**src/hw/qdc_pkg.sv**
```systemverilog
// qdc_pkg: constants, register map and carrier types for the two-phase up/down counter channel.
// assumes a single 40 MHz system clock and an ahb-lite master issuing single whole-word transfers.
//
// Functional notes
// - mode enable 0 plain timer, 1 up/down
// - every up/down count raises the count interrupt
// - status bits 2,3,4: overflow, underflow, count
// - status read returns flags then clears them
// - wrap to 0x0000 / 0xFFFF, keep counting
// - entering up/down mode loads 0x7FFF
// - counts in sleep, interrupt wakes system
// - stop mode freezes counter and held state
// - after stop, held versus new state counts
// - noise filter drops pulses under 8 clocks
// - inputs synchronised, one clock of uncertainty
// - normal decoding counts after four transitions
// - quadruple decoding counts every single-step state change
// - direct 0<->3 changes ignored, progress cleared
// - sampling clock: low-speed tick or base/4
package qdc_pkg;

    // register byte offsets inside the slave window
    localparam logic [7:0] OFF_CTRL = 8'h00;
    localparam logic [7:0] OFF_STATUS = 8'h04;
    localparam logic [7:0] OFF_RUN = 8'h08;
    localparam logic [7:0] OFF_MODE = 8'h0c;
    localparam logic [7:0] OFF_COUNT = 8'h10;

    // control register fields
    localparam int CTRL_EN_BIT = 7;
    localparam int CTRL_SYNC_BIT = 3;
    localparam int CTRL_NF_BIT = 2;
    localparam int CTRL_QUAD_BIT = 1;
    localparam logic [7:0] CTRL_RESET = 8'h00;

    // status register fields
    localparam int ST_OVF_BIT = 2;
    localparam int ST_UDF_BIT = 3;
    localparam int ST_CNT_BIT = 4;

    // run register fields
    localparam int RUN_RUN_BIT = 0;
    localparam int RUN_UDCE_BIT = 4;
    localparam int RUN_CK_BIT = 5;

    // mode register: clock select field, 00 means prescaler off
    localparam int MODE_CLK_LSB = 0;
    localparam logic [1:0] CLK_PRESCALER_OFF = 2'h0;

    // counter values
    localparam logic [15:0] COUNT_RESET = 16'h0000;
    localparam logic [15:0] COUNT_INIT = 16'h7fff;
    localparam logic [15:0] COUNT_MAX = 16'hffff;
    localparam logic [15:0] COUNT_MIN = 16'h0000;

    // timing counts: filter in system clocks, sample divider in base ticks
    localparam int FILTER_CLOCKS = 8;
    localparam logic [2:0] FILTER_LAST = 3'(FILTER_CLOCKS - 1);
    localparam int SAMPLE_DIV = 4;
    localparam logic [1:0] SAMPLE_DIV_LAST = 2'(SAMPLE_DIV - 1);

    // low-power state of the surrounding system
    typedef enum logic [1:0] {PM_NORMAL, PM_SLOW, PM_SLEEP, PM_STOP} qdc_power_t;

    // progress of a four-transition sequence in normal decoding
    typedef enum logic [2:0] {PR_IDLE, PR_UP1, PR_UP2, PR_UP3, PR_DN1, PR_DN2, PR_DN3} qdc_prog_t;

    // ahb-lite address phase
    typedef struct packed {
        logic hsel;
        logic [31:0] haddr;
        logic [1:0] htrans;
        logic hwrite;
        logic [2:0] hsize;
    } qdc_ahb_req_t;

    // control register contents
    typedef struct packed {
        logic enable;
        logic syncMode;
        logic noiseFilter;
        logic quadMode;
    } qdc_ctrl_t;

    // sticky status flags
    typedef struct packed {
        logic countEvent;
        logic underflow;
        logic overflow;
    } qdc_status_t;

endpackage

```
**src/hw/qdc_counter.sv**
```systemverilog
// qdc_counter: two-phase up/down counter channel with ahb-lite register access.
// assumes power mode comes from the clock generator and is synchronous to clock;
// warm-up after stop is complete once powerMode leaves PM_STOP.
//
// The AHB-Lite slave port and the register addresses were decided locally.
`timescale 1ns/1ps
module qdc_counter
    import qdc_pkg::*;
(
    // clock and reset
    input wire logic clock,
    input wire logic arst_n,
    // ahb-lite slave
    input wire qdc_ahb_req_t busReq,
    input wire logic hready,
    input wire logic [31:0] hwdata,
    output logic hreadyout,
    output logic hresp,
    output logic [31:0] hrdata,
    // encoder inputs and sampling ticks
    input wire logic phaseA,
    input wire logic phaseB,
    input wire logic lowSpeedTick,
    input wire logic prescaleBaseTick,
    // system power state
    input wire qdc_power_t powerMode,
    // events and counter value
    output logic countIrq,
    output logic wakeReq,
    output logic [15:0] countValue
);

    // registers
    qdc_ctrl_t ctrl_r;
    qdc_status_t status_r;
    logic runRun_r;
    logic runUdce_r;
    logic runCk_r;
    logic [1:0] modeClk_r;
    logic [15:0] cnt_r;
    logic [31:0] hrdata_r;
    logic wrPend_r;
    logic [7:0] wrAddr_r;
    logic [1:0] sync1_r;
    logic [1:0] sync2_r;
    logic [1:0] div_r;
    logic [1:0] pinState_r;
    logic prevA_r;
    qdc_prog_t prog_r;
    qdc_prog_t prog_nxt;
    logic countIrq_r;
    logic wakeReq_r;

    // combinational terms
    logic addrPhase;
    logic statusRead;
    logic [7:0] rdAddr;
    logic [31:0] rdData;
    logic wrCtrl;
    logic wrRun;
    logic wrMode;
    logic udceSet;
    logic frozen;
    logic active;
    logic sampleTick;
    logic [1:0] filt;
    logic changed;
    logic stepUp;
    logic stepDn;
    logic irregular;
    logic countUp;
    logic countDn;
    logic timerTick;
    qdc_status_t newEvents;

    // zero-wait slave, always OKAY
    assign hreadyout = 1'b1;
    assign hresp = 1'b0;
    assign hrdata = hrdata_r;
    assign countIrq = countIrq_r;
    assign wakeReq = wakeReq_r;
    assign countValue = cnt_r;

    // address phase decode; upper address bits belong to the system decoder
    assign addrPhase = busReq.hsel && busReq.htrans[1] && hready;
    assign rdAddr = busReq.haddr[7:0];
    assign statusRead = addrPhase && !busReq.hwrite && (rdAddr == OFF_STATUS);
    assign wrCtrl = wrPend_r && (wrAddr_r == OFF_CTRL);
    assign wrRun = wrPend_r && (wrAddr_r == OFF_RUN);
    assign wrMode = wrPend_r && (wrAddr_r == OFF_MODE);
    assign udceSet = wrRun && hwdata[RUN_UDCE_BIT] && !runUdce_r;

    // read mux; unmapped offsets and reserved bits read zero
    always_comb begin
        rdData = 32'h0;
        case (rdAddr)
            OFF_CTRL: begin
                rdData[CTRL_EN_BIT] = ctrl_r.enable;
                rdData[CTRL_SYNC_BIT] = ctrl_r.syncMode;
                rdData[CTRL_NF_BIT] = ctrl_r.noiseFilter;
                rdData[CTRL_QUAD_BIT] = ctrl_r.quadMode;
            end
            OFF_STATUS: begin
                rdData[ST_OVF_BIT] = status_r.overflow;
                rdData[ST_UDF_BIT] = status_r.underflow;
                rdData[ST_CNT_BIT] = status_r.countEvent;
            end
            OFF_RUN: begin
                rdData[RUN_RUN_BIT] = runRun_r;
                rdData[RUN_UDCE_BIT] = runUdce_r;
                rdData[RUN_CK_BIT] = runCk_r;
            end
            OFF_MODE: rdData[MODE_CLK_LSB +: 2] = modeClk_r;
            OFF_COUNT: rdData[15:0] = cnt_r;
            default: rdData = 32'h0;
        endcase
    end

    // bus pipeline: read data captured at the address phase, write done in the data phase
    always_ff @(posedge clock or negedge arst_n) begin
        if (!arst_n) begin
            wrPend_r <= 1'b0;
            wrAddr_r <= 8'h00;
            hrdata_r <= 32'h0;
        end else begin
            wrPend_r <= addrPhase && busReq.hwrite;
            if (addrPhase) begin
                wrAddr_r <= rdAddr;
            end
            if (addrPhase && !busReq.hwrite) begin
                hrdata_r <= rdData;
            end
        end
    end

    // control register; the write-zero bit and read-only bits are simply not stored
    always_ff @(posedge clock or negedge arst_n) begin
        if (!arst_n) begin
            ctrl_r <= '0;
        end else if (wrCtrl) begin
            ctrl_r.enable <= hwdata[CTRL_EN_BIT];
            ctrl_r.syncMode <= hwdata[CTRL_SYNC_BIT];
            ctrl_r.noiseFilter <= hwdata[CTRL_NF_BIT];
            ctrl_r.quadMode <= hwdata[CTRL_QUAD_BIT];
        end
    end

    // run and mode registers; clock select is stored only, the prescaler lives elsewhere
    always_ff @(posedge clock or negedge arst_n) begin
        if (!arst_n) begin
            runRun_r <= CTRL_RESET[0];
            runUdce_r <= CTRL_RESET[0];
            runCk_r <= CTRL_RESET[0];
            modeClk_r <= CLK_PRESCALER_OFF;
        end else begin
            if (wrRun) begin
                runRun_r <= hwdata[RUN_RUN_BIT];
                runUdce_r <= hwdata[RUN_UDCE_BIT];
                runCk_r <= hwdata[RUN_CK_BIT];
            end
            if (wrMode) begin
                modeClk_r <= hwdata[MODE_CLK_LSB +: 2];
            end
        end
    end

    // two-flop synchroniser; costs up to one clock of phase uncertainty
    always_ff @(posedge clock or negedge arst_n) begin
        if (!arst_n) begin
            sync1_r <= 2'h0;
            sync2_r <= 2'h0;
        end else begin
            sync1_r <= {phaseA, phaseB};
            sync2_r <= sync1_r;
        end
    end

    qdc_glitch_filter u_filter (
        .clock(clock),
        .arst_n(arst_n),
        .enable(ctrl_r.noiseFilter),
        .rawIn(sync2_r),
        .cleanOut(filt)
    );

    // stop freezes the counter, held pin state and sample divider (synchroniser and filter keep running); sleep keeps the channel alive
    assign frozen = (powerMode == PM_STOP);
    assign active = ctrl_r.enable && runRun_r && !frozen;

    // divide the prescaler base tick by four for high-speed sampling
    always_ff @(posedge clock or negedge arst_n) begin
        if (!arst_n) begin
            div_r <= 2'h0;
        end else if (!frozen && prescaleBaseTick) begin
            div_r <= div_r + 2'h1;
        end
    end
    assign sampleTick = runCk_r ? (prescaleBaseTick && div_r == SAMPLE_DIV_LAST) : lowSpeedTick;

    // transition classification of the pin state {phaseA, phaseB}
    assign changed = active && runUdce_r && sampleTick && (filt != pinState_r);
    always_comb begin
        stepUp = 1'b0;
        stepDn = 1'b0;
        unique case (pinState_r)
            2'h0: begin
                stepUp = (filt == 2'h2);
                stepDn = (filt == 2'h1);
            end
            2'h2: begin
                stepUp = (filt == 2'h3);
                stepDn = (filt == 2'h0);
            end
            2'h3: begin
                stepUp = (filt == 2'h1);
                stepDn = (filt == 2'h2);
            end
            2'h1: begin
                stepUp = (filt == 2'h0);
                stepDn = (filt == 2'h3);
            end
        endcase
    end
    // diagonal jumps (0<->3, 1<->2) are not a valid quadrature step
    assign irregular = changed && !stepUp && !stepDn;

    // normal decoding: one count per full four-step cycle in one direction
    always_comb begin
        prog_nxt = prog_r;
        if (changed) begin
            unique case (1'b1)
                irregular: prog_nxt = PR_IDLE;
                stepUp: begin
                    unique case (prog_r)
                        PR_UP1: prog_nxt = PR_UP2;
                        PR_UP2: prog_nxt = PR_UP3;
                        PR_UP3: prog_nxt = PR_IDLE;
                        default: prog_nxt = (pinState_r == 2'h0) ? PR_UP1 : PR_IDLE;
                    endcase
                end
                stepDn: begin
                    unique case (prog_r)
                        PR_DN1: prog_nxt = PR_DN2;
                        PR_DN2: prog_nxt = PR_DN3;
                        PR_DN3: prog_nxt = PR_IDLE;
                        default: prog_nxt = (pinState_r == 2'h0) ? PR_DN1 : PR_IDLE;
                    endcase
                end
            endcase
        end
    end

    assign countUp = changed && stepUp && (ctrl_r.quadMode || prog_r == PR_UP3);
    assign countDn = changed && stepDn && (ctrl_r.quadMode || prog_r == PR_DN3);

    // held pin state; not updated in stop, so the first sample after stop counts the difference
    always_ff @(posedge clock or negedge arst_n) begin
        if (!arst_n) begin
            pinState_r <= 2'h0;
            prog_r <= PR_IDLE;
            prevA_r <= 1'b0;
        end else if (udceSet) begin
            pinState_r <= filt;
            prog_r <= PR_IDLE;
            prevA_r <= filt[1];
        end else if (!frozen) begin
            prevA_r <= filt[1];
            if (changed) begin
                pinState_r <= filt;
                prog_r <= prog_nxt;
            end
        end
    end

    // plain timer mode counts rising edges of phase A as an external clock
    assign timerTick = active && !runUdce_r && filt[1] && !prevA_r;

    // the counter itself
    always_ff @(posedge clock or negedge arst_n) begin
        if (!arst_n) begin
            cnt_r <= COUNT_RESET;
        end else if (udceSet) begin
            cnt_r <= COUNT_INIT;
        end else if (countUp || timerTick) begin
            cnt_r <= cnt_r + 16'h1;
        end else if (countDn) begin
            cnt_r <= cnt_r - 16'h1;
        end
    end

    // events of this cycle
    always_comb begin
        newEvents.overflow = countUp && (cnt_r == COUNT_MAX);
        newEvents.underflow = countDn && (cnt_r == COUNT_MIN);
        newEvents.countEvent = countUp || countDn;
    end

    // read-clear status: an event in the clearing cycle survives
    always_ff @(posedge clock or negedge arst_n) begin
        if (!arst_n) begin
            status_r <= '0;
        end else if (statusRead) begin
            status_r <= newEvents;
        end else begin
            status_r <= status_r | newEvents;
        end
    end

    // interrupt pulse per up/down count (timer counts raise none); during sleep it also asks for wake-up
    always_ff @(posedge clock or negedge arst_n) begin
        if (!arst_n) begin
            countIrq_r <= 1'b0;
            wakeReq_r <= 1'b0;
        end else begin
            countIrq_r <= countUp || countDn;
            wakeReq_r <= (countUp || countDn) && (powerMode == PM_SLEEP);
        end
    end

    // checks
    a_count_irq_pulse: assert property (@(posedge clock) disable iff (!arst_n)
        (countUp || countDn) |=> countIrq) else $error("count without interrupt pulse");
    a_status_read_clear: assert property (@(posedge clock) disable iff (!arst_n)
        statusRead && !countUp && !countDn |=> status_r == '0) else $error("status not cleared by read");
    a_status_bits_only: assert property (@(posedge clock) disable iff (!arst_n)
        statusRead |=> hrdata[31:5] == 27'h0 && hrdata[1:0] == 2'h0) else $error("reserved status bits set");
    a_overflow_wrap: assert property (@(posedge clock) disable iff (!arst_n)
        countUp && cnt_r == COUNT_MAX && !udceSet |=> cnt_r == COUNT_MIN && status_r.overflow)
        else $error("overflow did not wrap to zero");
    a_underflow_wrap: assert property (@(posedge clock) disable iff (!arst_n)
        countDn && cnt_r == COUNT_MIN && !udceSet |=> cnt_r == COUNT_MAX && status_r.underflow)
        else $error("underflow did not wrap to all ones");
    a_init_value: assert property (@(posedge clock) disable iff (!arst_n)
        udceSet |=> cnt_r == COUNT_INIT && runUdce_r) else $error("up/down entry did not load init value");
    a_sleep_wake: assert property (@(posedge clock) disable iff (!arst_n)
        (countUp || countDn) && powerMode == PM_SLEEP |=> wakeReq && countIrq) else $error("no wake from sleep");
    a_stop_hold: assert property (@(posedge clock) disable iff (!arst_n)
        frozen && !udceSet |=> cnt_r == $past(cnt_r) && pinState_r == $past(pinState_r))
        else $error("counter moved in stop");
    a_quad_step: assert property (@(posedge clock) disable iff (!arst_n)
        changed && stepUp && ctrl_r.quadMode && !udceSet |=> cnt_r == $past(cnt_r) + 16'h1)
        else $error("quadruple step not counted");
    a_normal_partial: assert property (@(posedge clock) disable iff (!arst_n)
        changed && !ctrl_r.quadMode && prog_r != PR_UP3 && prog_r != PR_DN3 && !udceSet
        |=> cnt_r == $past(cnt_r)) else $error("normal mode counted before full sequence");
    a_irregular_skip: assert property (@(posedge clock) disable iff (!arst_n)
        irregular && !udceSet |=> cnt_r == $past(cnt_r) && prog_r == PR_IDLE)
        else $error("irregular change counted or progress kept");
    a_ctrl_reserved: assert property (@(posedge clock) disable iff (!arst_n)
        addrPhase && !busReq.hwrite && rdAddr == OFF_CTRL |=> hrdata[6:4] == 3'h0 && hrdata[0] == 1'b0)
        else $error("reserved control bits not zero");

endmodule

```
**src/hw/qdc_glitch_filter.sv**
```systemverilog
// qdc_glitch_filter: per-input digital noise filter for the two phase inputs.
// assumes inputs are already synchronised to clock.
`timescale 1ns/1ps
module qdc_glitch_filter
    import qdc_pkg::*;
(
    // clock and reset
    input wire logic clock,
    input wire logic arst_n,
    // control
    input wire logic enable,
    // data
    input wire logic [1:0] rawIn,
    output logic [1:0] cleanOut
);

    genvar i;
    generate
        for (i = 0; i < 2; i++) begin : g_bit
            logic [2:0] stable_r;
            // a level must persist for the whole window before it passes through
            always_ff @(posedge clock or negedge arst_n) begin
                if (!arst_n) begin
                    stable_r <= 3'h0;
                    cleanOut[i] <= 1'b0;
                end else if (!enable) begin
                    stable_r <= 3'h0;
                    cleanOut[i] <= rawIn[i];
                end else if (rawIn[i] == cleanOut[i]) begin
                    stable_r <= 3'h0;
                end else if (stable_r == FILTER_LAST) begin
                    stable_r <= 3'h0;
                    cleanOut[i] <= rawIn[i];
                end else begin
                    stable_r <= stable_r + 3'h1;
                end
            end
        end
    endgenerate

endmodule

```
**config.mk**
```make
export PLATFORM = sky130hd
export DESIGN_NAME = qdc_counter
export DESIGN_NICKNAME = d
export VERILOG_FILES = /design/src/hw/qdc_pkg.sv /design/src/hw/qdc_counter.sv /design/src/hw/qdc_glitch_filter.sv
export SDC_FILE = /design/constraint.sdc
export NUM_CORES = 1
export LEC_CHECK = 0
export BUFFER_PORTS_ARGS = -buffer_cell sky130_fd_sc_hd__buf_4
export CELL_PAD_IN_SITES_DETAIL_PLACEMENT = 1
export CELL_PAD_IN_SITES_GLOBAL_PLACEMENT = 1
export CORE_ASPECT_RATIO = 0.5
export CORE_MARGIN = 2
export CORE_UTILIZATION = 39
export DETAILED_ROUTE_END_ITERATION = 12
export MAX_ROUTING_LAYER = met4
export PLACE_DENSITY = 0.84
export SYNTH_ARGS = -nofsm -noshare
export SYNTH_HDL_FRONTEND = slang
export SYNTH_SLANG_ARGS = --single-unit
```
**constraint.sdc**
```tcl
create_clock -name clock -period 5 [get_ports clock]
set_clock_uncertainty 0.1 [all_clocks]
set_input_delay 0.25 -clock clock [delete_from_list [all_inputs] [get_ports clock]]
set_output_delay 0.25 -clock clock [all_outputs]
set_load 0.01 [all_outputs]
```
# Word-level counts from Yosys, hierarchy flattened
# Index checks and enable logic that the tools add are counted.
dict set report word_totals {
  regBits 75
  latchBits 0
  ram_bits 0
  mem_bits_ro 0
  input_bits 80
  output_inout_bits 52
  wordCells 154
  n_memories 0
}
dict set report classes {
  addsub 5
  multipliers 0
  div 0
  magnitude_cmp 0
  eq_ne 32
  shifts 0
  n_mux 40
  bitwise 1
  reduce_logical 49
}
# cell n
set op_table {}
lappend op_table {{$mux W16} 3}
lappend op_table {{$mux W3} 11}
lappend op_table {{$eq A8 B4 Y1 const B} 4}
lappend op_table {{$logic_and A1 B1 Y1} 29}
lappend op_table {{$pmux W3 S3} 2}
lappend op_table {{$add A16 B1 Y16 const B} 1}
lappend op_table {{$eq A16 B16 Y1 const B} 1}
lappend op_table {{$logic_not A16 Y1} 1}
lappend op_table {{$logic_not A8 Y1} 2}
lappend op_table {{$sub A16 B1 Y16 const B} 1}
lappend op_table {{$eq A3 B3 Y1 const B} 5}
lappend op_table {{$eq A2 B2 Y1 const B} 7}
lappend op_table {{$pmux W2 S3} 2}
lappend op_table {{$mux W1} 11}
lappend op_table {{$pmux W1 S3} 3}
lappend op_table {{$eq A8 B3 Y1 const B} 1}
lappend op_table {{$eq A8 B5 Y1 const B} 1}
lappend op_table {{$mux W8} 1}
lappend op_table {{$pmux W1 S4} 2}
lappend op_table {{$add A3 B1 Y3 const B} 2}
lappend op_table {{$eq A3 B2 Y1 const B} 2}
lappend op_table {{$logic_not A1 Y1} 6}
lappend op_table {{$mux W2} 3}
lappend op_table {{$ne A2 B2 Y1 const B} 3}
lappend op_table {{13 further kinds} 23}

# Depth between registers and ports, before layout
dict set report logic_depth {
  ltp_word 12
  mapped_depth 14
  mapped_depth_nobuf 13
}

# Cells and area by module
# A second synthesis with hierarchy kept.
dict set report unflattened {
  hier_cells 391
  area_unflattened_um2 4115.2
}
# module instances cells_per_inst area_per_inst_um2 seq_area_each_um2
set modules_own_cells {}
lappend modules_own_cells {qdc_counter 1 367 3768.6 1676.6}
lappend modules_own_cells {qdc_glitch_filter 1 24 346.6 200.2}

# Worst setup path before layout
# No wires, ideal clock.
dict set report synth_timing {
  path_kind {register -> register}
  startpoint {reg u_filter.cleanOut[0]}
  endpoint {reg cnt_r[14] (netlist: countValue[14])}
  setup_time_ns 0.082
  arrival_time_ns 3.333
  required_ns 4.818
  setup_slack_ns 1.485
  path_stages_with_launch 15
  n_path_buf 2
  synth_period_minus_slack_ns 3.515
  cell_sequence {dfrtp_1 buf_2 xor2_1 or2_2 a21oi_1 a21o_1 inv_1 ha_1 clkbuf_1 and2_1 a221o_1 or4_1 o22ai_1 nor3_1 a22oi_2}
}
dict set report synth_between {
  elab_chain_cells 7
  word_cells_on_any_way 16
  cone_classes {eq/ne: 4; mux: 4; reduce/logical: 8}
}
# element line_no
set synth_lines {}
lappend synth_lines {{start: declaration} qdc_glitch_filter.sv:14} ;# output logic [1:0] cleanOut
lappend synth_lines {{start signal: indexed assignment} qdc_glitch_filter.sv:28} ;# cleanOut[i] <= rawIn[i];
lappend synth_lines {{start signal: indexed assignment} qdc_glitch_filter.sv:33} ;# cleanOut[i] <= rawIn[i];
lappend synth_lines {{$eq A2 B1 Y1, or another cell as far along} {qdc_counter.sv:208, qdc_counter.sv:215}}
lappend synth_lines {{$pmux W1 S4 / $logic_and A1 B1 Y1 (equally long branches)} {qdc_counter.sv:205, qdc_counter.sv:201}}
lappend synth_lines {{$logic_and A1 B1 Y1 (2 in series)} qdc_counter.sv:253} ;# assign countUp = changed && stepUp && (ctrl_r.quadMode || prog_r == PR_UP3);
lappend synth_lines {{$logic_or A1 B1 Y1} qdc_counter.sv:284} ;# end else if (countUp || timerTick) begin
lappend synth_lines {{$mux W16} qdc_counter.sv:284}
lappend synth_lines {{$mux W16} qdc_counter.sv:282} ;# end else if (udceSet) begin
lappend synth_lines {{end signal: assignment} qdc_counter.sv:285} ;# cnt_r <= cnt_r + 16'h1;
lappend synth_lines {{end signal: assignment} qdc_counter.sv:287} ;# cnt_r <= cnt_r - 16'h1;
lappend synth_lines {{end: declaration} qdc_counter.sv:40} ;# logic [15:0] cnt_r;
# Several ways; a longest one is shown, not always the timed one.
# A chain may end at the register's enable or synchronous reset.

# Worst setup path after layout
dict set report layout_timing {
  startpoint {reg u_filter.cleanOut[1]}
  endpoint {reg cnt_r[15] (netlist: countValue[15])}
}
# Same word-level chain as after synthesis.

==> results by group <==
Status
  • Outcome: complete, but fails checks
  • Failing checks: negative hold slack

CTS
  • Resized Gates After CTS: 0
  • Bufs on Longest Clock Path: 2
  • Clk slew on worst S/H paths: around 0.06 ns
  • Post-CTS setup buffers: 0
  • CTS Sinks: 75
  • CTS Buf Count: 9
  • CTS root buffer: clkbuf_16
  • H-tree depth: 3
  • Worst skew pair latency: between 0.3 and 0.4 ns
  • CTS tree: built

Setup path
  • Critical path arrival: 4.49 ns
  • WS Path Type: flip-flop to flip-flop
  • Worst R2R Path Depth: 12
  • Crit path launch type: flip-flop
  • R2R Path End: countValue[15]
  • Reg2reg start: u_filter.cleanOut[1]
  • R2R Setup Slk: 0.65 ns
  • CP max FO: 15
  • Crit path buf inv count: 1
  • Slowest stage delay, CP: approximately 0.70 ns
  • Crit-path cells: xnor2_1 > or2_2 > a21oi_1 > a21o_1 > inv_1 > ha_1 > o211ai_1 > o211ai_1 > nand2_1 > o41ai_1 > mux2i_1 > mux2i_1
  • Crit path max-delay family: compound AO/OA/AOI/OAI gates
  • Worst EP required: 5.14 ns
  • Slowest-stage cell, CP: o41ai_1
  • Crit. End Element: flip-flop

Placed design
  • Final GP Congestion: approximately 0.9
  • DP HPWL: 8.47 mm
  • Input/output buffers: 60
  • Placed Instances: 622
  • Placed Area: 4780 sq um

Floorplan
  • I/O pins: 132
  • Die Footprint: approximately 12000 sq um
  • Die Ht: 78.1 microns
  • Initial core utilization: 0.410
  • Row Count: 26
  • Core ar.: roughly 10000 sq um
  • Die W: ~150 microns

Detailed routing
  • Drt wl/cell: approximately 19 microns
  • DRC errors left: 0
  • Final wirelength: 12.2 mm
  • Post-route antenna net violation count: 0
  • Drt pass-1 iters: 4
  • Vias: 3617
  • Initial DRC Count: between 150 and 200
  • Via density: 5.64

Timing
  • Post-route minimum period: 4.35 ns
  • Hold_ws: -0.0563 ns
  • RSZ-0062 raised after global routing: false
  • Final hold violations: 41
  • Final setup viols: 0
  • Max Slew Vio Count: 0
  • Worst slew pin tran: 1.16 ns
  • Final period util: 0.869
  • Slew headroom: 0.229
  • Fmax: 230 MHz
  • Setup TNS: 0 ns

Logic synthesis
  • Synth cell count leaders: dfrtp_1, nand2_1, nor2_1
  • Top cell type by total area after synthesis: dfrtp_1
  • Register area share after synthesis: 0.438
  • Post-synth EDFFs: 0
  • Top FF cell, synth: dfrtp_1
  • Post-Synthesis Cells: 437
  • Count leader, synth: dfrtp_1
  • Synth Warn #: 0
  • Netlist Area Pre-Place: 4280 sq um
  • Synthesized area per cell: 9.80 sq um
  • Synth Register Bits: 75
  • Synth top area cells: dfrtp_1, mux2_2, ha_1
  • Synth top area share: 0.438
  • Post-synthesis cell type count: 63
  • Synth async-reset ratio: 1.00

Global routing
  • Largest net degree at the start of global routing: 76
  • GRT Resource Usage Total: 0.219
  • First-pass GRT wire length: between 20 and 25 mm
  • Initial antenna violation count: 0
  • Number of global-route vias before repair: 3853
  • Overflow after GRT: 0

Power and ir drop
  • Leak: 0.00238 uW
  • Power Density: 547 nW/um^2
  • Max rail drop VDD: 0.208 mV

Final layout
  • Post-layout instance area: 5100 sq um
  • ANT cells: 0
  • Nets: 596
  • Layout cell share with drive strength beyond 1: 0.222
  • Non-Filler Instances: 641
  • Syn-to-layout area delta: 19.2%

Min path
  • HP Class: primary input to asynchronous set/reset pin

Flow run
  • Max-cap viol count: 0
==> kinds of logic after synthesis <==
logic type / count (synthesis) / share of synthesized area
adders and majority gates: 20 / 0.0602
buffers and inverters: 43 / 0.0564
xor gates and xnor gates: 19 / 0.0389
and+or+nand+nor: 165 / 0.193
muxes: 27 / 0.0698
AOI/OAI and AO/OA: 86 / 0.142
DFF: 75 / 0.438
other: 2 / 0.00175
==> registers in the layout (all words and copies together) (netlist names), 2 cells and up <==
register / flops
ctrl_r: 4
countValue: 16
div_r: 2
u_filter.g_bit.stable_r: 6
modeClk_r: 2
pinState_r: 2
status_r: 3
prog_r: 3
u_filter.cleanOut: 2
wrAddr_r: 8
hrdata: 16
sync1_r: 2
sync2_r: 2
==> area by class of cell <==
cell class              instances  area (sq um)
clock buffers                   9           225
multi-input cells             335          2220
inverters                      10          37.5
flip-flops and latches         75          1880
fillers                      1177          5340
well taps                     140           175
repair buffers                 65           495
clock inverters                 7          68.8
==> power by group <==
group	switching [uW]	leakage [uW]	internal, uW
registers	221	0.000939	733
logic	661	0.00130	540
clock network	252	0.000141	384
==> through the flow <==
stage          total power, uW  setup WS, ns  utilization
2_1_floorplan             1730          1.48            -
3_3_place_gp              2080         0.993        0.458
3_5_place_dp              2130         0.902        0.458
4_1_cts                   2790         0.710        0.489
5_1_grt                   2990         0.337        0.489
6_report                  2790         0.655        0.489
==> layer usage <==
layer / vias to the layer above / track usage / part of all wire
li1: 1670 / - / -
met1: 1821 / 0.253 / 0.42
met2: 107 / 0.391 / 0.51
met3: 19 / 0.0530 / 0.048
met4: 0 / 0.0533 / 0.017
met5: - / - / 0
==> layout by cell type (no fill, tap or decap), drive strengths merged, types with 9 or more instances in the layout <==
cell / count
dfrtp: 75
buf: 62
nand2: 50
nor2: 38
a21oi: 23
mux2: 23
nand3: 21
ha: 19
conb: 18
o21ai: 13
and3: 11
xor2: 10
inv: 10
o211ai: 10
xnor2: 9
nor4: 9
clkbuf: 9
==> worst max-delay path by stage <==
stage,cells after the start,to,startpoint
floorplan,14,countValue[14],u_filter.cleanOut[0]
global route,12,countValue[15],u_filter.cleanOut[1]
CTS,12,countValue[15],u_filter.cleanOut[1]
finish,12,countValue[15],u_filter.cleanOut[1]
detailed placement,12,countValue[15],u_filter.cleanOut[1]
global placement,12,countValue[15],u_filter.cleanOut[1]
==> what timing repair did <==
item                       in CTS  in global routing
hold endpoints to repair        3                  0
hold buffers                    3                  0
setup endpoints to repair       0                  0
Power figures use the tool's default switching activity.
